[src/inc/ims_defs.vh]
// Constants of the two-wire serial controller: register indices, bit positions,
// reset values and serial clock half-period counts.
// Assumes a 200 MHz system clock and an 8-bit register port with a 2-bit index.
`ifndef IMS_DEFS_VH
`define IMS_DEFS_VH

// ----------------------------------------------------------------------------
// Register indices
// ----------------------------------------------------------------------------
`define IMS_REG_CTRL 2'h0
`define IMS_REG_STAT 2'h1
`define IMS_REG_DATA 2'h2
`define IMS_REG_OWN 2'h3

// ----------------------------------------------------------------------------
// Control register bit positions
// ----------------------------------------------------------------------------
`define IMS_C_DIVHI 7
`define IMS_C_EN 6
`define IMS_C_BEGIN 5
`define IMS_C_END 4
`define IMS_C_OWNM 3
`define IMS_C_ACK 2
`define IMS_C_DIVMID 1
`define IMS_C_DIVLO 0

// ----------------------------------------------------------------------------
// Reset values
// ----------------------------------------------------------------------------
`define IMS_RST_CTRL 8'h00
`define IMS_RST_OWN 8'h00
`define IMS_RST_DATA 8'h00

// ----------------------------------------------------------------------------
// Half of each serial clock divisor (16, 24, 30, 60, 120, 240, 480, 960)
// ----------------------------------------------------------------------------
`define IMS_HALF_0 10'h008
`define IMS_HALF_1 10'h00c
`define IMS_HALF_2 10'h00f
`define IMS_HALF_3 10'h01e
`define IMS_HALF_4 10'h03c
`define IMS_HALF_5 10'h078
`define IMS_HALF_6 10'h0f0
`define IMS_HALF_7 10'h1e0

`endif

[src/rtl/ims_ctrl.v]
// Byte-oriented two-wire serial controller, master and slave, one instance.
// Assumes pin inputs are synchronous to clk_sys and a pull-up on both lines.
`timescale 1ns/1ps
`default_nettype none
`include "ims_defs.vh"

module ims_ctrl (
   input wire clk_sys,
   input wire rst,
   input wire [1:0] regAddr,
   input wire regWr,
   input wire regRd,
   input wire [7:0] regWdata,
   output reg [7:0] regRdata_q,
   output reg irqOut_q,
   input wire sdaIn,
   output reg sdaOut_q,
   output reg sdaOe_q,
   input wire sclIn,
   output reg sclOut_q,
   output reg sclOe_q,
   input wire gpioSdaOut,
   input wire gpioSdaOe,
   input wire gpioSclOut,
   input wire gpioSclOe
);
   localparam M_IDLE = 3'h0;
   localparam M_ST = 3'h1;
   localparam M_BIT = 3'h2;
   localparam M_RS1 = 3'h3;
   localparam M_RS2 = 3'h4;
   localparam M_SP1 = 3'h5;
   localparam M_SP2 = 3'h6;

   // -------------------------------------------------------------------------
   // State
   // -------------------------------------------------------------------------
   reg [2:0] divSel_q;
   reg en_q;
   reg beginReq_q;
   reg stopReq_q;
   reg ownMatch_q;
   reg ackEn_q;
   reg [7:0] ownId_q;
   reg [7:0] sh_q;
   reg gc_q;
   reg stopF_q;
   reg irq_q;
   reg tx_q;
   reg busy_q;
   reg lost_q;
   reg lostCur_q;
   reg nack_q;
   reg slave_q;
   reg master_q;
   reg [3:0] bitCnt_q;
   reg addrPh_q;
   reg bound_q;
   reg ackOut_q;
   reg sdaDrv_q;
   reg sclDrv_q;
   reg [2:0] mst_q;
   reg sclP_q;
   reg sdaP_q;

   wire tick;
   wire bufInReady;
   wire bufOutValid;
   wire [7:0] bufOutData;
   wire [7:0] statusVal;
   wire wrCtrl = regWr & (regAddr == `IMS_REG_CTRL);
   wire wrData = regWr & (regAddr == `IMS_REG_DATA);
   wire wrOwn = regWr & (regAddr == `IMS_REG_OWN);
   wire rdStat = regRd & (regAddr == `IMS_REG_STAT);
   wire rdData = regRd & (regAddr == `IMS_REG_DATA);
   wire sclRise = sclIn & ~sclP_q;
   wire sclFall = ~sclIn & sclP_q;
   wire startDet = sclIn & sclP_q & sdaP_q & ~sdaIn;
   wire stopDet = sclIn & sclP_q & ~sdaP_q & sdaIn;
   wire hold = irq_q | ~bufInReady;
   wire atBound = bound_q & (bitCnt_q == 4'h0);
   wire ownHit = (sh_q[7:1] == ownId_q[7:1]);
   wire gcHit = (sh_q[7:1] == 7'h00) & ownId_q[0];
   wire byteEnd = sclRise & busy_q & (bitCnt_q == 4'h8);
   wire irqEvt = master_q | lostCur_q | (slave_q & ~addrPh_q)
      | (addrPh_q & ackOut_q & ~master_q);
   wire push = byteEnd & irqEvt & ~tx_q;

   assign statusVal = {gc_q, stopF_q, irq_q, tx_q, busy_q & ~master_q,
      lost_q, nack_q, slave_q};

   // -------------------------------------------------------------------------
   // Serial clock divider and receive buffer
   // -------------------------------------------------------------------------
   ims_clkdiv u_div (
      .clk_sys(clk_sys),
      .rst(rst),
      .enable(en_q),
      .divSel(divSel_q),
      .tick(tick)
   );

   ims_buf2 u_buf (
      .clk_sys(clk_sys),
      .rst(rst),
      .flush(~en_q),
      .inValid(push),
      .inReady(bufInReady),
      .inData(sh_q),
      .outValid(bufOutValid),
      .outReady(rdData),
      .outData(bufOutData)
   );

   // -------------------------------------------------------------------------
   // Register port and byte engine
   // -------------------------------------------------------------------------
   always @(posedge clk_sys or posedge rst) begin
      if (rst) begin
         divSel_q <= 3'h0;
         en_q <= 1'b0;
         beginReq_q <= 1'b0;
         stopReq_q <= 1'b0;
         ownMatch_q <= 1'b0;
         ackEn_q <= 1'b0;
         ownId_q <= `IMS_RST_OWN;
         sh_q <= `IMS_RST_DATA;
         gc_q <= 1'b0;
         stopF_q <= 1'b0;
         irq_q <= 1'b0;
         tx_q <= 1'b0;
         busy_q <= 1'b0;
         lost_q <= 1'b0;
         lostCur_q <= 1'b0;
         nack_q <= 1'b0;
         slave_q <= 1'b0;
         master_q <= 1'b0;
         bitCnt_q <= 4'h0;
         addrPh_q <= 1'b0;
         bound_q <= 1'b0;
         ackOut_q <= 1'b0;
         sdaDrv_q <= 1'b0;
         sclDrv_q <= 1'b0;
         mst_q <= M_IDLE;
         sclP_q <= 1'b1;
         sdaP_q <= 1'b1;
      end else begin
         sclP_q <= sclIn;
         sdaP_q <= sdaIn;
         if (wrCtrl) begin
            divSel_q <= {regWdata[`IMS_C_DIVHI], regWdata[`IMS_C_DIVMID],
               regWdata[`IMS_C_DIVLO]};
            en_q <= regWdata[`IMS_C_EN];
            beginReq_q <= regWdata[`IMS_C_BEGIN];
            stopReq_q <= regWdata[`IMS_C_END];
            ownMatch_q <= regWdata[`IMS_C_OWNM];
            ackEn_q <= regWdata[`IMS_C_ACK];
         end
         if (wrOwn) begin
            ownId_q <= regWdata;
         end
         if (wrData) begin
            sh_q <= regWdata;
         end
         if (rdStat) begin
            irq_q <= 1'b0;
         end
         if (!en_q) begin
            // Disabled: bus state dropped except lostCur_q and the gc, stop, irq, lost and nack flags, both lines released.
            tx_q <= 1'b0;
            busy_q <= 1'b0;
            slave_q <= 1'b0;
            master_q <= 1'b0;
            bitCnt_q <= 4'h0;
            addrPh_q <= 1'b0;
            bound_q <= 1'b0;
            ackOut_q <= 1'b0;
            sdaDrv_q <= 1'b0;
            sclDrv_q <= 1'b0;
            mst_q <= M_IDLE;
         end else begin
            if (startDet) begin
               busy_q <= 1'b1;
               bitCnt_q <= 4'h0;
               addrPh_q <= 1'b1;
               bound_q <= 1'b0;
               slave_q <= 1'b0;
               gc_q <= 1'b0;
               stopF_q <= 1'b0;
               tx_q <= master_q;
            end
            if (stopDet) begin
               busy_q <= 1'b0;
               stopF_q <= 1'b1;
               stopReq_q <= 1'b0;
               master_q <= 1'b0;
               slave_q <= 1'b0;
               tx_q <= 1'b0;
               addrPh_q <= 1'b0;
               bound_q <= 1'b0;
               if (slave_q) begin
                  irq_q <= 1'b1;
               end
            end
            if (sclRise && busy_q && bitCnt_q != 4'h8) begin
               sh_q <= {sh_q[6:0], sdaIn};
               bitCnt_q <= bitCnt_q + 4'h1;
               bound_q <= 1'b0;
               if (master_q && tx_q && !sdaDrv_q && !sdaIn) begin
                  lost_q <= 1'b1;
                  lostCur_q <= 1'b1;
                  master_q <= 1'b0;
                  tx_q <= 1'b0;
               end
            end
            if (byteEnd) begin
               nack_q <= sdaIn;
               bitCnt_q <= 4'h0;
               addrPh_q <= 1'b0;
               bound_q <= 1'b1;
               lostCur_q <= 1'b0;
               if (irqEvt) begin
                  irq_q <= 1'b1;
               end
               if (addrPh_q && master_q) begin
                  tx_q <= ~sh_q[0];
               end else if (addrPh_q && ackOut_q) begin
                  slave_q <= 1'b1;
                  tx_q <= sh_q[0];
                  ownMatch_q <= 1'b1;
               end
            end
            if (sclFall && busy_q) begin
               if (bitCnt_q != 4'h8) begin
                  ackOut_q <= 1'b0;
               end else if (addrPh_q) begin
                  ackOut_q <= ackEn_q & ~master_q & (ownHit | gcHit);
                  gc_q <= ackEn_q & ~master_q & gcHit;
               end else begin
                  ackOut_q <= ackEn_q & ~tx_q & (master_q | slave_q);
               end
            end
            if (!sclIn) begin
               if (tx_q && bitCnt_q != 4'h8) begin
                  sdaDrv_q <= ~sh_q[7];
               end else begin
                  sdaDrv_q <= ackOut_q;
               end
            end
            if (mst_q == M_IDLE && !master_q) begin
               // Selected slave stretches the clock until the byte is serviced.
               sclDrv_q <= slave_q & atBound & hold & (~sclIn | sclDrv_q);
            end
            // Master sequencer; its line drives override the byte engine.
            case (mst_q)
               M_IDLE: begin
                  if (beginReq_q && !busy_q && sclIn && sdaIn && tick) begin
                     sdaDrv_q <= 1'b1;
                     master_q <= 1'b1;
                     beginReq_q <= 1'b0;
                     lost_q <= 1'b0;
                     mst_q <= M_ST;
                  end
               end
               M_ST: begin
                  sdaDrv_q <= 1'b1;
                  if (tick) begin
                     sclDrv_q <= 1'b1;
                     mst_q <= M_BIT;
                  end
               end
               M_BIT: begin
                  if (!master_q) begin
                     sclDrv_q <= 1'b0;
                     mst_q <= M_IDLE;
                  end else if (tick) begin
                     if (sclDrv_q) begin
                        if (atBound && hold) begin
                           sclDrv_q <= 1'b1;
                        end else if (atBound && beginReq_q) begin
                           mst_q <= M_RS1;
                        end else if (atBound && stopReq_q) begin
                           mst_q <= M_SP1;
                        end else begin
                           sclDrv_q <= 1'b0;
                        end
                     end else if (sclIn) begin
                        sclDrv_q <= 1'b1;
                     end
                  end
               end
               M_RS1: begin
                  sdaDrv_q <= 1'b0;
                  if (tick) begin
                     sclDrv_q <= 1'b0;
                     mst_q <= M_RS2;
                  end
               end
               M_RS2: begin
                  if (!sclIn) begin
                     sdaDrv_q <= 1'b0;
                  end else if (tick) begin
                     sdaDrv_q <= 1'b1;
                     beginReq_q <= 1'b0;
                     lost_q <= 1'b0;
                     mst_q <= M_ST;
                  end
               end
               M_SP1: begin
                  sdaDrv_q <= 1'b1;
                  if (tick) begin
                     sclDrv_q <= 1'b0;
                     mst_q <= M_SP2;
                  end
               end
               M_SP2: begin
                  if (!sclIn) begin
                     sdaDrv_q <= 1'b1;
                  end else if (tick) begin
                     sdaDrv_q <= 1'b0;
                     mst_q <= M_IDLE;
                  end
               end
               default: begin
                  mst_q <= M_IDLE;
               end
            endcase
         end
      end
   end

   // -------------------------------------------------------------------------
   // Read data and pins
   // -------------------------------------------------------------------------
   always @(posedge clk_sys or posedge rst) begin
      if (rst) begin
         regRdata_q <= 8'h00;
         irqOut_q <= 1'b0;
         sdaOut_q <= 1'b0;
         sdaOe_q <= 1'b0;
         sclOut_q <= 1'b0;
         sclOe_q <= 1'b0;
      end else begin
         irqOut_q <= irq_q;
         if (regRd) begin
            case (regAddr)
               `IMS_REG_CTRL: regRdata_q <= {divSel_q[2], en_q, beginReq_q, stopReq_q,
                  ownMatch_q, ackEn_q, divSel_q[1:0]};
               `IMS_REG_STAT: regRdata_q <= statusVal;
               `IMS_REG_DATA: regRdata_q <= bufOutValid ? bufOutData : sh_q;
               default: regRdata_q <= ownId_q;
            endcase
         end
         // Disabled port hands its pins to the general-purpose port.
         sdaOut_q <= en_q ? 1'b0 : gpioSdaOut;
         sdaOe_q <= en_q ? sdaDrv_q : gpioSdaOe;
         sclOut_q <= en_q ? 1'b0 : gpioSclOut;
         sclOe_q <= en_q ? sclDrv_q : gpioSclOe;
      end
   end
endmodule
`default_nettype wire

[src/rtl/ims_clkdiv.v]
// Serial clock divider: one-cycle tick at each half period of the bus clock.
// Assumes the select code is stable while the controller is mastering.
`timescale 1ns/1ps
`default_nettype none
`include "ims_defs.vh"

module ims_clkdiv (
   input wire clk_sys,
   input wire rst,
   input wire enable,
   input wire [2:0] divSel,
   output reg tick
);
   reg [9:0] cnt_q;
   reg [9:0] half;

   always @* begin
      case (divSel)
         3'h0: half = `IMS_HALF_0;
         3'h1: half = `IMS_HALF_1;
         3'h2: half = `IMS_HALF_2;
         3'h3: half = `IMS_HALF_3;
         3'h4: half = `IMS_HALF_4;
         3'h5: half = `IMS_HALF_5;
         3'h6: half = `IMS_HALF_6;
         default: half = `IMS_HALF_7;
      endcase
   end

   always @(posedge clk_sys or posedge rst) begin
      if (rst) begin
         cnt_q <= 10'h000;
         tick <= 1'b0;
      end else if (!enable || cnt_q + 10'h001 >= half) begin
         cnt_q <= 10'h000;
         tick <= enable;
      end else begin
         cnt_q <= cnt_q + 10'h001;
         tick <= 1'b0;
      end
   end
endmodule
`default_nettype wire

[src/rtl/ims_buf2.v]
// Two-entry first-in first-out buffer with valid and ready on both sides.
// Assumes push and pop are single-cycle handshakes on the same clock.
`timescale 1ns/1ps
`default_nettype none

module ims_buf2 (
   input wire clk_sys,
   input wire rst,
   input wire flush,
   input wire inValid,
   output wire inReady,
   input wire [7:0] inData,
   output wire outValid,
   input wire outReady,
   output wire [7:0] outData
);
   reg [7:0] mem_q [0:1];
   reg [1:0] cnt_q;
   reg rdPtr_q;
   reg wrPtr_q;
   wire push;
   wire pop;

   assign inReady = (cnt_q != 2'h2);
   assign outValid = (cnt_q != 2'h0);
   assign outData = mem_q[rdPtr_q];
   assign push = inValid & inReady;
   assign pop = outValid & outReady;

   always @(posedge clk_sys) begin
      if (push) begin
         mem_q[wrPtr_q] <= inData;
      end
   end

   always @(posedge clk_sys or posedge rst) begin
      if (rst) begin
         cnt_q <= 2'h0;
         rdPtr_q <= 1'b0;
         wrPtr_q <= 1'b0;
      end else if (flush) begin
         cnt_q <= 2'h0;
         rdPtr_q <= 1'b0;
         wrPtr_q <= 1'b0;
      end else begin
         if (push) begin
            wrPtr_q <= ~wrPtr_q;
         end
         if (pop) begin
            rdPtr_q <= ~rdPtr_q;
         end
         if (push && !pop) begin
            cnt_q <= cnt_q + 2'h1;
         end else if (pop && !push) begin
            cnt_q <= cnt_q - 2'h1;
         end
      end
   end
endmodule
`default_nettype wire

[config.mk]
export PLATFORM = sky130hd
export DESIGN_NAME = ims_ctrl
export DESIGN_NICKNAME = d
export VERILOG_FILES = /design/src/rtl/ims_ctrl.v /design/src/rtl/ims_clkdiv.v /design/src/rtl/ims_buf2.v
export VERILOG_INCLUDE_DIRS = /design/src /design/src/inc
export SDC_FILE = /design/constraint.sdc
export NUM_CORES = 1
export LEC_CHECK = 0
export BUFFER_PORTS_ARGS = -buffer_cell sky130_fd_sc_hd__buf_4
export CAP_MARGIN = 20
export CORE_MARGIN = 4
export CORE_UTILIZATION = 32
export DETAILED_ROUTE_END_ITERATION = 12
export GPL_ROUTABILITY_DRIVEN = 0
export GPL_TIMING_DRIVEN = 0
export HOLD_SLACK_MARGIN = 0.02
export MAX_ROUTING_LAYER = met4
export PLACE_DENSITY = 0.56
export SYNTH_ARGS = -nofsm -noshare
export SYNTH_HDL_FRONTEND = slang
export SYNTH_HIERARCHICAL = 1
export SYNTH_SLANG_ARGS = --single-unit
[constraint.sdc]
create_clock -name clk_sys -period 2.05 [get_ports clk_sys]
set_input_delay 0.41 -clock clk_sys [delete_from_list [all_inputs] [get_ports clk_sys]]
set_output_delay 0.41 -clock clk_sys [all_outputs]
set_load 0.01 [all_outputs]
# ---- Word level (Yosys, flattened, before mapping)
# Memory sizes are Yosys's and may differ from the RTL's.
# Index checks and enable logic that the tools add are counted.
dict set report op_classes {
  bitwise 51
  n_reduce_logical 42
  mux 130
  n_lt_le_gt_ge 1
  eq_ne 39
  add_sub_neg 4
}
# op count
set op_table {}
lappend op_table {{$mux W1} 96}
lappend op_table {{$pmux W9 S7} 1}
lappend op_table {{$mux W3} 15}
lappend op_table {{$and A1 B1 Y1} 32}
lappend op_table {{$mux W8} 4}
lappend op_table {{$pmux W8 S3} 1}
lappend op_table {{$pmux W3 S7} 1}
lappend op_table {{$logic_and A1 B1 Y1} 19}
lappend op_table {{$eq A3 B3 Y1 const B} 6}
lappend op_table {{$ne A3 B2 Y1 const B} 6}
lappend op_table {{$mux W4} 4}
lappend op_table {{$eq A3 B2 Y1 const B} 4}
lappend op_table {{$ne A4 B4 Y1 const B} 3}
lappend op_table {{$not A1 Y1} 12}
lappend op_table {{$reduce_and A12 Y1} 1}
lappend op_table {{$add A10 B1 Y10 const B} 1}
lappend op_table {{$ge A10 B9 Y1} 1}
lappend op_table {{$mux W10} 1}
lappend op_table {{$ne A4 B1 Y1 const B} 2}
lappend op_table {{$reduce_bool A2 Y1} 4}
lappend op_table {{$eq A7 B7 Y1} 1}
lappend op_table {{$logic_not A1 Y1} 7}
lappend op_table {{$logic_not A7 Y1} 1}
lappend op_table {{$or A1 B1 Y1} 7}
lappend op_table {{other kinds (25)} 37}
dict set report word_totals {
  elab_cells 306
  output_inout_bits 13
  ram_bits 16
  reg_bits 76
  memories 1
}
# name words word_bits rd rd_ports_with_merged_regs wr line
set mem_list {}
lappend mem_list {u_buf.mem_q 2 8 1 0 1 ims_buf2.v:17} ;# reg [7:0] mem_q [0:1];

# ---- Logic depth before layout (Yosys ltp)
# Gate-level depths: netlist (run 1).
dict set report depth {
  depth_word 14
  ltp_mapped 10
}

# ---- Modules after synthesis
# Netlist (run 1), hierarchy kept.
# mod area_per_inst_um2 cells_per_inst seq_area_each_um2 instances
set by_module_without_submodules {}
lappend by_module_without_submodules {ims_ctrl 3498.4 331 1529.0 1}
lappend by_module_without_submodules {ims_buf2 818.3 51 580.6 1}
lappend by_module_without_submodules {ims_clkdiv 809.5 80 275.3 1}

# ---- Worst setup path after synthesis (run 1)
# OpenSTA, ideal clock, no wires.
dict set report synth_path {
  path_type {reg2reg}
  startpoint {register u_div.cnt_q[2]}
  endpoint {register u_div.cnt_q[0]}
  path_stages_with_launch 10
  path_slack_ns -0.113
  n_path_buf 1
  arrival_ns 2.025
  required_time_ns 1.912
  setup_time_ns 0.138
  period_less_slack_ns 2.163
  path_cell_list {dfrtp_1 -> and3_1 -> buf_4 -> nand3_1 -> xnor2_1 -> ha_1 -> nand4_1 -> o221a_2 -> o21ai_2 -> nor2_1}
}
dict set report synth_between {
  elab_chain_cells 4
}
# element line
set synth_lines {}
lappend synth_lines {{from (decl)} ims_clkdiv.v:14} ;# reg [9:0] cnt_q;
lappend synth_lines {{from (signal assigned)} ims_clkdiv.v:38} ;# cnt_q <= cnt_q + 10'h001;
lappend synth_lines {{$add A10 B1 Y10} ims_clkdiv.v:34} ;# end else if (!enable || cnt_q + 10'h001 >= half) begin
lappend synth_lines {{$ge A10 B9 Y1} ims_clkdiv.v:34}
lappend synth_lines {{$logic_or A1 B1 Y1} ims_clkdiv.v:34}
lappend synth_lines {{$mux W10} ims_clkdiv.v:34}
# Every way passes these cells.
# A chain may end at the register's enable or synchronous reset.

# ---- Worst setup path after layout (run 1)
dict set report layout_path {
  startpoint {register u_div.cnt_q[5]}
  endpoint {register u_div.cnt_q[5]}
}
dict set report layout_between {
  elab_chain_cells 4
}
# element line
set layout_lines {}
lappend layout_lines {{$add A10 B1 Y10 (*)} {ims_clkdiv.v:34, ims_clkdiv.v:38}}
lappend layout_lines {{$ge A10 B9 Y1} ims_clkdiv.v:34}
lappend layout_lines {{$logic_or A1 B1 Y1} ims_clkdiv.v:34}
lappend layout_lines {{$mux W10 (*)} ims_clkdiv.v:34}
# Mark *: on every way between the ends. The rest lies on a longest branch, timed or not.

==> results of run 1 <==
[worst max-delay path, cell delays in order (launching register included)]
cell,delay (ns)
dfrtp_1,0.37
and4_4,0.23
nand4_1,0.13
xnor2_2,0.17
ha_1,0.34
a21oi_2,0.18
nand2_2,0.09
nor4b_4,0.20
buf_4,0.17
o21ai_2,0.10
nor2b_2,0.11
[power by group through the flow]
stage / clock network (W) / registers (W) / logic, W
after floorplan: 0 / 0.00229 / 0.000917
after global placement: 0 / 0.00234 / 0.00124
after detailed placement: 0 / 0.00234 / 0.00127
after CTS: 0.00184 / 0.00231 / 0.00130
after global routing: 0.00193 / 0.00235 / 0.00148
final: 0.00182 / 0.00232 / 0.00135
[flip-flops by register name (all words and copies together), names as in the netlist, 2 cells and up]
register,count
sh_q,8
mst_q,3
bitCnt_q,4
u_buf/mem_q,16
divSel_q,3
u_buf/cnt_q,2
regRdata_q,8
u_div/cnt_q,10
ownId_q,8
[Yosys cell counts (all sizes together) (12+ instances only)]
cell	number	area, µm²
xnor2	12	105.1
mux2	37	461.7
nand3	16	80.08
nor2b	12	92.59
edfxtp	16	480.5
nor2	23	88.84
ha	12	150.1
mux2i	12	120.1
buf	18	100.1
dfrtp	74	1852
inv	21	78.83
o21ai	28	143.9
a21oi	28	147.6
nand2	39	146.4
[layer usage]
| layer | GRT usage (%) | part of all wire, % |
|---|---|---|
| met3 | 1.788 | 2.7 |
| met1 | 19.67 | 46 |
| met2 | 24.69 | 50 |
| met5 | - | 0 |
| met4 | 5.995 | 2.2 |
[cell type report]
cell class	count	area (µm²)
Tap cell	216	270.3
Antenna cell	1	2.502
Multi-Input combinational cell	325	2728
Clock buffer	11	232.7
Sequential cell	92	2387
Inverter	22	86.33
Fill cell	1540	9420
Timing Repair Buffer	56	432.9
Clock inverter	5	85.08
Buffer	23	125.1
[worst min-delay path by stage]
stage / startpoint / to / slack (ns) / cells past startpoint
finish: sdaIn / sdaP_q / 0.17 / 1
global route: sdaIn / sdaP_q / 0.17 / 1
CTS: sdaIn / sdaP_q / 0.17 / 1
detailed placement: rst / u_buf/cnt_q[1] / 0.35 / 2
global placement: rst / u_buf/cnt_q[0] / 0.34 / 2
floorplan: rst / u_buf/cnt_q[0] / 0.18 / 1
[logic make-up after synthesis]
logic type | count (synthesis) | synth area share (%)
compound gates | 99 | 13.86
xor+xnor | 16 | 2.734
fa+ha+maj | 12 | 2.929
buf+inv | 46 | 4.027
flops | 92 | 46.52
mux | 56 | 14.43
other cells | 1 | 0.07315
simple gates | 140 | 15.43
[cells in the final DEF, fill, tap and decap left out, types with 4 or more instances in the layout]
| cell type | n |
|---|---|
| nand4_1 | 4 |
| edfxtp_1 | 16 |
| dfrtp_1 | 72 |
| a21oi_1 | 22 |
| nand2b_1 | 4 |
| mux2_2 | 25 |
| o21ai_0 | 20 |
| nand3b_1 | 4 |
| clkbuf_16 | 9 |
| mux2_4 | 12 |
| nor2_1 | 19 |
| ha_1 | 8 |
| nor2b_2 | 7 |
| inv_1 | 18 |
| nand2_1 | 38 |
| clkbuf_1 | 7 |
| mux4_2 | 7 |
| buf_4 | 55 |
| a21oi_2 | 6 |
| o22ai_1 | 4 |
| o211ai_1 | 5 |
| xnor2_1 | 8 |
| a31oi_1 | 4 |
| mux2i_1 | 12 |
| nor2b_1 | 5 |
| o21ai_1 | 7 |
| and3_1 | 4 |
| nor3_1 | 4 |
| buf_2 | 13 |
| nand3_1 | 14 |
[timing repair]
item | 4_1_cts | 5_1_grt
gates resized for setup | 21 | 19
cloned | 0 | 1
buffers inserted | 14 | 11
setup endpoints to repair | 36 | 29
pin swaps | 7 | 17
hold endpoints to repair | 4 | 0
hold buffers | 1 | 0
[metrics by stage]
step	std cells	setup WS [ns]	area, µm²	util [%]	TNS [ns]
floorplan	462	0.002686	5142	-	0
global placement	708	-0.7739	5638	35.75	-52.02
detailed placement	709	-0.3538	5658	35.88	-7.566
CTS	739	-0.1131	6182	39.20	-0.9661
global route	751	-0.2309	6350	40.27	-2.286
finish	751	-0.1111	6350	40.27	-0.9866
==> impl_metrics.toml, run 1 <==
[status]
status = "complete, but fails checks"
violations = "setup timing"

[synthesis]
synth_edf_count = 16
avgSynthCellArea_um2 = 11.10
syn_nets = 494
ys_seq_area_share_pct = 46.52
async_flop_share_pct = 82.61
synth_ff_type = "dfrtp_1"
postSynthCellCount = 462
synth_seq_cells = 92
ys_warn_count = 6
synth_cell_types = 82
syn_area_um2 = 5126

[die]
initial_core_util_pct = 32.51
row_count = 46
fp.coreArea_um2 = 15770
dieArea_um2 = 18110
die_h_um = 134.6
num_io_pins = 33
die_x_um = 134.6

[global_route]
grt_pass1_wl_um = 21190
antenna_found_initial = 1
track_usage_pct = 15.24
overflow = 0
first_global_vias = 3927
grt_max_degree = 41

[clock_network]
htreeDepth = 3
clock-sinks = 92
clkTransAtPathRegs_ns = 0.06
clk_latency_ns = 0.35
root_buffer = "clkbuf_16"
cts_tree = "built"
cts_buffer_depth = 2
cts_inserted_buffers = 9

[timing]
hold_violations = 0
worstMarginPinSlew_ns = 0.7089
rsz0062_at_grt = "true"
relSlewSlack_pct = 52.74
fin_skew_ns = 0.006637
whs_ns = 0.1711
fin_crit_sh_pct = 105.4
setup_viol = 11
fmax_mhz = 462.7
min_period_ns = 2.161
setup_ws_ns = -0.1111
slew_viol_final = 0

[setup_path]
critPathCaptureType = "register"
reg2reg_depth = 10
required_ns = 2.33
criticalPathCategory = "reg -> reg"
critical_path.endpoint = "u_div/cnt_q[5]"
rr_endpoint = "u_div/cnt_q[5]"
rrSetupSlack_ns = -0.11
worst_setup_path_start_kind = "register"
path_max_fanout = 4
critPathLaunch = "u_div/cnt_q[5]"
arrival_ns = 2.45
r2r_start = "u_div/cnt_q[5]"

[cells_and_area]
drive_above_1_share_pct = 35.39
area_delta_synth_final_pct = 23.87
fin_nets = 561

[place]
port_buffers = 30
post-dp-hpwl_um = 9183

[detailed_routing]
drt_iter0_markers = 354
wirelength_um = 13090
post_drt_wl_per_cell_um = 17.42
avgViaCountPerCell = 5.115
drt.antenna.violating_nets = 0
vias = 3841
drt_first_pass_iters = 5
drc = 0

[power]
p_int_w = 0.003802
power_density_nw_per_um2 = 863.9
switching_share_pct = 30.70
leakage_nw = 2.637
clkPwrFrac_pct = 33.3
power_frac_seq_pct = 42.2
pwr-share-comb_pct = 24.5
p_sw_w = 0.001684
vdd_ir_drop_max_uv = 617.9
power.total_w = 0.005486

[worst_hold_path]
hold_class = "in -> reg"

[job]
cap_violations = 0
Power figures use the tool's default switching activity.
==> inputs of run 2 (changes only) <==
--- a/config.mk
+++ b/config.mk
@@ -16,7 +16,8 @@
 export HOLD_SLACK_MARGIN = 0.02
 export MAX_ROUTING_LAYER = met4
 export PLACE_DENSITY = 0.56
+export RECOVER_POWER = 50
+export SLEW_MARGIN = 20
 export SYNTH_ARGS = -nofsm -noshare
 export SYNTH_HDL_FRONTEND = slang
-export SYNTH_HIERARCHICAL = 1
 export SYNTH_SLANG_ARGS = --single-unit
==> run 2 against run 1 <==
Net effect:
- the flow still finishes with violations (setup timing)
- sequential power fell by 3%
- hold slack got worse by 0.031 ns
- non-clock buffer count fell by 8
- worst setup slack got worse by 0.11 ns
- critical endpoint is now u_div.cnt_q[2]
- largest cell class unchanged
- largest power group unchanged
- highest routed layer unchanged
==> impl_metrics.toml, run 2 <==
[status]
status = "complete, but fails checks"
violations = "setup timing"

[synthesis]
async_flop_share_pct = 82.61
synth.most_common_cell = "dfrtp_1"
synth_top_family_by_area = "simple AND/OR/NAND/NOR gates"
synth_ff_type = "dfrtp_1"
yosys.area.top_type = "dfrtp_1"
syn_area_um2 = 4856
synth_xor_area_share_pct = 3.427
ys_seq_area_share_pct = 49.11
yosys.area_share.simple_pct = 15.69
synth_common_cells = "dfrtp_1, nand2_1, o21ai_0, mux2i_1, a21oi_1"
synthTopCellsByArea = "dfrtp_1, edfxtp_1, mux2i_1"
synth_edf_count = 16
syn_nets = 500
ys_warn_count = 0
yosysTopAreaCellShare_pct = 38.13
avgSynthCellArea_um2 = 10.38
postSynthCellCount = 468
synth_adder_area_share_pct = 3.092
synth_compound_area_share_pct = 14.58
synth_seq_cells = 92
synthMuxAreaShare_pct = 10.69
synth_cell_types = 60

[detailed_routing]
wirelength_um = 12820
vias = 3835
avgViaCountPerCell = 5.356
post_drt_wl_per_cell_um = 17.91
drc = 0
drt_first_pass_iters = 5
drt.antenna.violating_nets = 0
drt_iter0_markers = 360

[clock_network]
clk_latency_ns = 0.35
root_buffer = "clkbuf_16"
cts_inserted_buffers = 9
htreeDepth = 3
clock-sinks = 92
cts_buffer_depth = 2
cts_tree = "built"
clkTransAtPathRegs_ns = 0.06

[die]
die_h_um = 131.2
num_io_pins = 33
row_count = 44
initial_core_util_pct = 33.04
fp.coreArea_um2 = 14700
die_x_um = 131.2
dieArea_um2 = 17210

[setup_path]
slowest_stage = "dfrtp_2"
crit_chain = "or3_1 > nand2_2 > ha_4 > o211ai_1 > a21oi_1 > o41ai_2 > nand4_1 > buf_4 > nor2b_1"
reg2reg_depth = 9
worst_setup_path_start_kind = "register"
slowest_delay_ns = 0.43
critPathCaptureType = "register"
arrival_ns = 2.55
criticalPathCategory = "reg -> reg"
rr_endpoint = "u_div.cnt_q[2]"
critPathLaunch = "divSel_q[0]"
r2r_start = "divSel_q[0]"
path_max_fanout = 4
required_ns = 2.33
rrSetupSlack_ns = -0.22

[power]
vdd_ir_drop_max_uv = 401.7
leakage_nw = 2.481
power_density_nw_per_um2 = 805.6

[cells_and_area]
drive_above_1_share_pct = 22.56
largest_reg_flops = 16
largestRegisters = "u_buf.mem_q: 16 flops, u_div.cnt_q: 10 flops"
top_register = "u_buf.mem_q"
final_cell_mix = "dfrtp_1, nand2_1, buf_4"
layout_commonest_cell = "dfrtp_1"
antenna_cells = 0
area_delta_synth_final_pct = 21.23
final_cell_count_no_fill = 716
fin_nets = 559

[job]
cap_violations = 0

[timing]
slew_viol_final = 0
setup_viol = 9
rsz0062_at_grt = "true"
worstMarginPinSlew_ns = 0.8102
hold_violations = 0
min_period_ns = 2.270
relSlewSlack_pct = 45.99
fin_skew_ns = 0.007026
fin_crit_sh_pct = 110.7
setup_ws_ns = -0.2199
fmax_mhz = 440.5

[global_route]
overflow = 0
track_usage_pct = 15.48
antenna_found_initial = 0
first_global_vias = 3749
grt_max_degree = 33
grt_pass1_wl_um = 20680

[worst_hold_path]
hold_class = "in -> async"

[place]
port_buffers = 31
post-dp-hpwl_um = 9173
pre_cts_slack_ns = -0.5209
dp_cells = 685
-- run 2: cell types whose count changed in the layout (fill, tap and decap cells not counted), sizes merged, moves of 8 or more --
cell	delta
mux2i	+23
mux2	-22
nand2	+16
buf	-14
o21ai	+10
a21oi	-8
inv	-8
o221ai	+8
-- run 2: how the worst max path moves through the flow --
| stage | to | slack [ns] | depth (start not counted) |
|---|---|---|---|
| after global placement | u_buf.mem_q[0][7] | -0.48 | 6 |
| after floorplan | u_div.cnt_q[6] | -0.05 | 8 |
| final | u_div.cnt_q[2] | -0.22 | 9 |
| after CTS | u_div.cnt_q[7] | -0.23 | 9 |
| after detailed placement | u_buf.mem_q[0][7] | -0.52 | 6 |
| after global routing | u_div.cnt_q[2] | -0.36 | 9 |
-- run 2: metal layers --
metal	vias to the layer above	track usage, %	share of wire, %
met5	-	-	0
li1	1833	-	-
met1	1878	21.05	49
met2	105	23.10	46
met3	19	2.370	3.6
met4	0	6.651	1.9
-- run 2: cells by family after synthesis --
group / Yosys count
other: 1
AOI/OAI and AO/OA: 108
and+or+nand+nor: 147
xor gates and xnor gates: 19
muxes: 50
buffers and inverters: 39
adders and majority gates: 12
DFF: 92
-- run 2: worst max-delay path: cells and delay by family, from the launching register on --
kind            cells  cell delay [ns]
compound gates      3             0.50
fa+ha+maj           1             0.20
buf+inv             1             0.23
flops               1             0.43
simple gates        4             0.84
-- run 2: metrics by stage --
step	utilization (%)	TNS (ns)	hold WS (ns)	total power [W]	cell area [µm²]
floorplan	-	-0.1034	0.4145	0.002730	4886
global placement	36.39	-9.357	0.4816	0.003031	5349
detailed placement	36.66	-10.02	0.4269	0.003060	5389
CTS	39.43	-1.831	0.04808	0.004780	5796
global route	40.05	-3.671	0.1635	0.004971	5887
finish	40.05	-1.716	0.1401	0.004742	5887
-- run 2: timing repair --
action                                  4_1_cts  5_1_grt
buffers inserted                             10        6
pin swaps                                     7        5
hold buffers                                  0        0
endpoints found under the setup margin       26       45
gates resized for setup                      10       17
-- run 2: area by class of cell --
cell class	instances	area [µm²]
inverters	16	61.31
multi-input cells	337	2440
flip-flops and latches	92	2390
clock inverters	5	51.30
repair buffers	49	374.1
well taps	184	230.2
plain buffers	22	97.59
clock buffers	11	242.7
fillers	1415	8812
-- run 2: report_power, final --
part	leakage, nW	internal [W]	total [W]	switching, W
Sequential	1.12	0.00204	0.00226	0.000217
Combinational	1.21	0.000374	0.000802	0.000428
Clock	0.145	0.000971	0.00168	0.000707
==> inputs of run 3 (changes only) <==
--- a/config.mk
+++ b/config.mk
@@ -6,16 +6,16 @@
 export SDC_FILE = /design/constraint.sdc
 export NUM_CORES = 1
 export LEC_CHECK = 0
-export BUFFER_PORTS_ARGS = -buffer_cell sky130_fd_sc_hd__buf_4
+export BUFFER_PORTS_ARGS = -buffer_cell sky130_fd_sc_hd__buf_2
 export CAP_MARGIN = 20
 export CORE_MARGIN = 4
-export CORE_UTILIZATION = 32
+export CORE_UTILIZATION = 40
 export DETAILED_ROUTE_END_ITERATION = 12
 export GPL_ROUTABILITY_DRIVEN = 0
 export GPL_TIMING_DRIVEN = 0
 export HOLD_SLACK_MARGIN = 0.02
 export MAX_ROUTING_LAYER = met4
-export PLACE_DENSITY = 0.56
+export PLACE_DENSITY = 0.66
 export RECOVER_POWER = 50
 export SLEW_MARGIN = 20
 export SYNTH_ARGS = -nofsm -noshare
==> constraint.sdc (replaced) <==
create_clock -name clk_sys -period 2.05 [get_ports clk_sys]
set_input_delay 0.41 -clock clk_sys [delete_from_list [all_inputs] [get_ports clk_sys]]
set_output_delay 0.41 -clock clk_sys [all_outputs]
set_load 0.02 [all_outputs]
==> run 3 against run 2 <==
Net effect:
- the run still ends with setup timing left
- largest power group unchanged
- combinational power is 2% lower
- die area decreased by 19%
- register-to-register slack hardly changed
- final area down 3.0%
- wire length shrank 4.9%
- non-clock buffer count shrank 4
- via count rose by 2.5%
- clock skew is 0.00055 ns higher
- hold slack improved by 0.014 ns
- cell count decreased by 6.3%
- sequential power hardly changed
==> impl_metrics.toml, run 3 (synthesized netlist as in run 2, its figures left out) <==
[worst_hold_path]
holdPathStages = 1
hp-start = "sclIn"
min_to = "sclP_q"
hold_class = "in -> reg"

[detailed_routing]
avgViaCountPerCell = 5.855
wirelength_um = 12190
vias = 3929
drt_first_pass_iters = 6
drt.antenna.violating_nets = 0
drc = 0
post_drt_wl_per_cell_um = 18.17
drt_iter0_markers = 463

[clock_network]
cts_buffer_depth = 2
cts_tree = "built"
root_buffer = "clkbuf_16"
cts_inserted_buffers = 9
hold_buffers = 0
clk_latency_ns = 0.35
clkTransAtPathRegs_ns = 0.07
clock-sinks = 92
htreeDepth = 3

[global_route]
grt_max_degree = 30
grt_pass1_wl_um = 20330
antenna_found_initial = 0
overflow = 0
track_usage_pct = 18.46
first_global_vias = 3948

[timing]
min_period_ns = 2.279
setup_ws_ns = -0.2294
hold_violations = 0
setup_viol = 9
worstMarginPinSlew_ns = 1.301
rsz0062_at_grt = "true"
fmax_mhz = 438.7
fin_crit_sh_pct = 111.2
relSlewSlack_pct = 12.82
fin_skew_ns = 0.007578
slew_viol_final = 0
final.setup.tns_ns = -1.411

[die]
row_count = 39
die_x_um = 118.2
die_h_um = 118.2
initial_core_util_pct = 41.64
dieArea_um2 = 13970
num_io_pins = 33
fp.coreArea_um2 = 11660

[power]
pwr-share-comb_pct = 16.3
vdd_ir_drop_max_uv = 407.0
switching_share_pct = 28.64
power_density_nw_per_um2 = 845.0
p_sw_w = 0.001383
p_int_w = 0.003445
leakage_nw = 2.457
power_frac_seq_pct = 46.7
clkPwrFrac_pct = 37.0

[place]
port_buffers = 31
post-dp-hpwl_um = 8781
pre_cts_slack_ns = -0.4860

[cells_and_area]
fin_nets = 555
area_delta_synth_final_pct = 17.65
largest_reg_flops = 16
antenna_cells = 0
top_register = "u_buf.mem_q"
largestRegisters = "u_buf.mem_q: 16 flops, u_div.cnt_q: 10 flops"
fill_cells = 1031
layout_commonest_cell = "dfrtp_1"
drive_above_1_share_pct = 20.64
final_cell_mix = "dfrtp_1, nand2_1, o21ai_0"

[status]
violations = "setup timing"
status = "complete, but fails checks"

[setup_path]
critPathCaptureType = "register"
rr_endpoint = "u_div.cnt_q[6]"
worst_setup_path_start_kind = "register"
r2r_start = "u_div.cnt_q[0]"
critPathLaunch = "u_div.cnt_q[0]"
rrSetupSlack_ns = -0.23
path_max_fanout = 9
required_ns = 2.33
arrival_ns = 2.56
criticalPathCategory = "reg -> reg"
reg2reg_depth = 9

[job]
cap_violations = 0
==> run 3: layout make-up <==
cell class | count | area [µm²] | area share (%)
clock buffer | 10 | 229.0 | 4.008
clock inverter | 6 | 88.84 | 1.555
buffer | 22 | 98.84 | 1.730
timing repair buffer | 45 | 266.5 | 4.665
tap | 143 | 178.9 | 3.132
multi-input combinational | 337 | 2402 | 42.05
inverter | 16 | 61.31 | 1.073
sequential | 92 | 2387 | 41.79
==> run 3: metal layers <==
| layer | global-route usage, % | vias up | part of all wire [%] |
|---|---|---|---|
| met1 | 23.30 | 1931 | 44 |
| met3 | 3.247 | 34 | 4.8 |
| met4 | 7.546 | 0 | 3.0 |
| met5 | - | - | 0 |
| met2 | 29.55 | 142 | 48 |
| li1 | - | 1822 | - |
==> run 3: how the worst max path moves through the flow <==
stage | endpoint | slack (ns) | depth (start not counted)
global route | u_div.cnt_q[6] | -0.35 | 9
floorplan | u_div.cnt_q[6] | -0.05 | 8
detailed placement | u_buf.mem_q[0][0] | -0.49 | 6
finish | u_div.cnt_q[6] | -0.23 | 9
CTS | u_div.cnt_q[6] | -0.20 | 9
global placement | u_buf.mem_q[0][0] | -0.47 | 6
==> run 3: worst max-delay path, stage by stage (launching register included) <==
cell and delay [ns]:
dfrtp_2 0.41, nand2_1 0.08, nor2_1 0.13, xor2_1 0.21, ha_1 0.27, a22o_1 0.22, o41ai_4 0.34, nand4_1 0.17
buf_6 0.19, and2b_1 0.19
==> run 3: metrics by stage <==
stage	total power [W]	util, %	instances	cell area, µm²	hold slack, ns
2_1_floorplan	0.002761	-	468	4886	0.4145
3_3_place_gp	0.003006	44.76	642	5220	0.4707
3_5_place_dp	0.003051	45.17	644	5268	0.4704
4_1_cts	0.004855	48.71	668	5680	0.1624
5_1_grt	0.005051	48.99	671	5713	0.1566
6_report	0.004827	48.99	671	5713	0.1544
==> run 3: what timing repair did <==
item	4_1_cts	5_1_grt
resized for setup	10	8
pin swaps	3	9
setup endpoints to repair	25	26
setup buffers	8	4
hold endpoints to repair	0	0
==> run 3: power groups by stage <==
| stage | registers, W | clock network [W] | logic [W] |
|---|---|---|---|
| 4_1_cts | 0.00224 | 0.00182 | 0.000800 |
| 3_3_place_gp | 0.00226 | 0 | 0.000742 |
| 6_report | 0.00225 | 0.00179 | 0.000786 |
| 2_1_floorplan | 0.00226 | 0 | 0.000501 |
| 5_1_grt | 0.00228 | 0.00190 | 0.000873 |
| 3_5_place_dp | 0.00227 | 0 | 0.000777 |
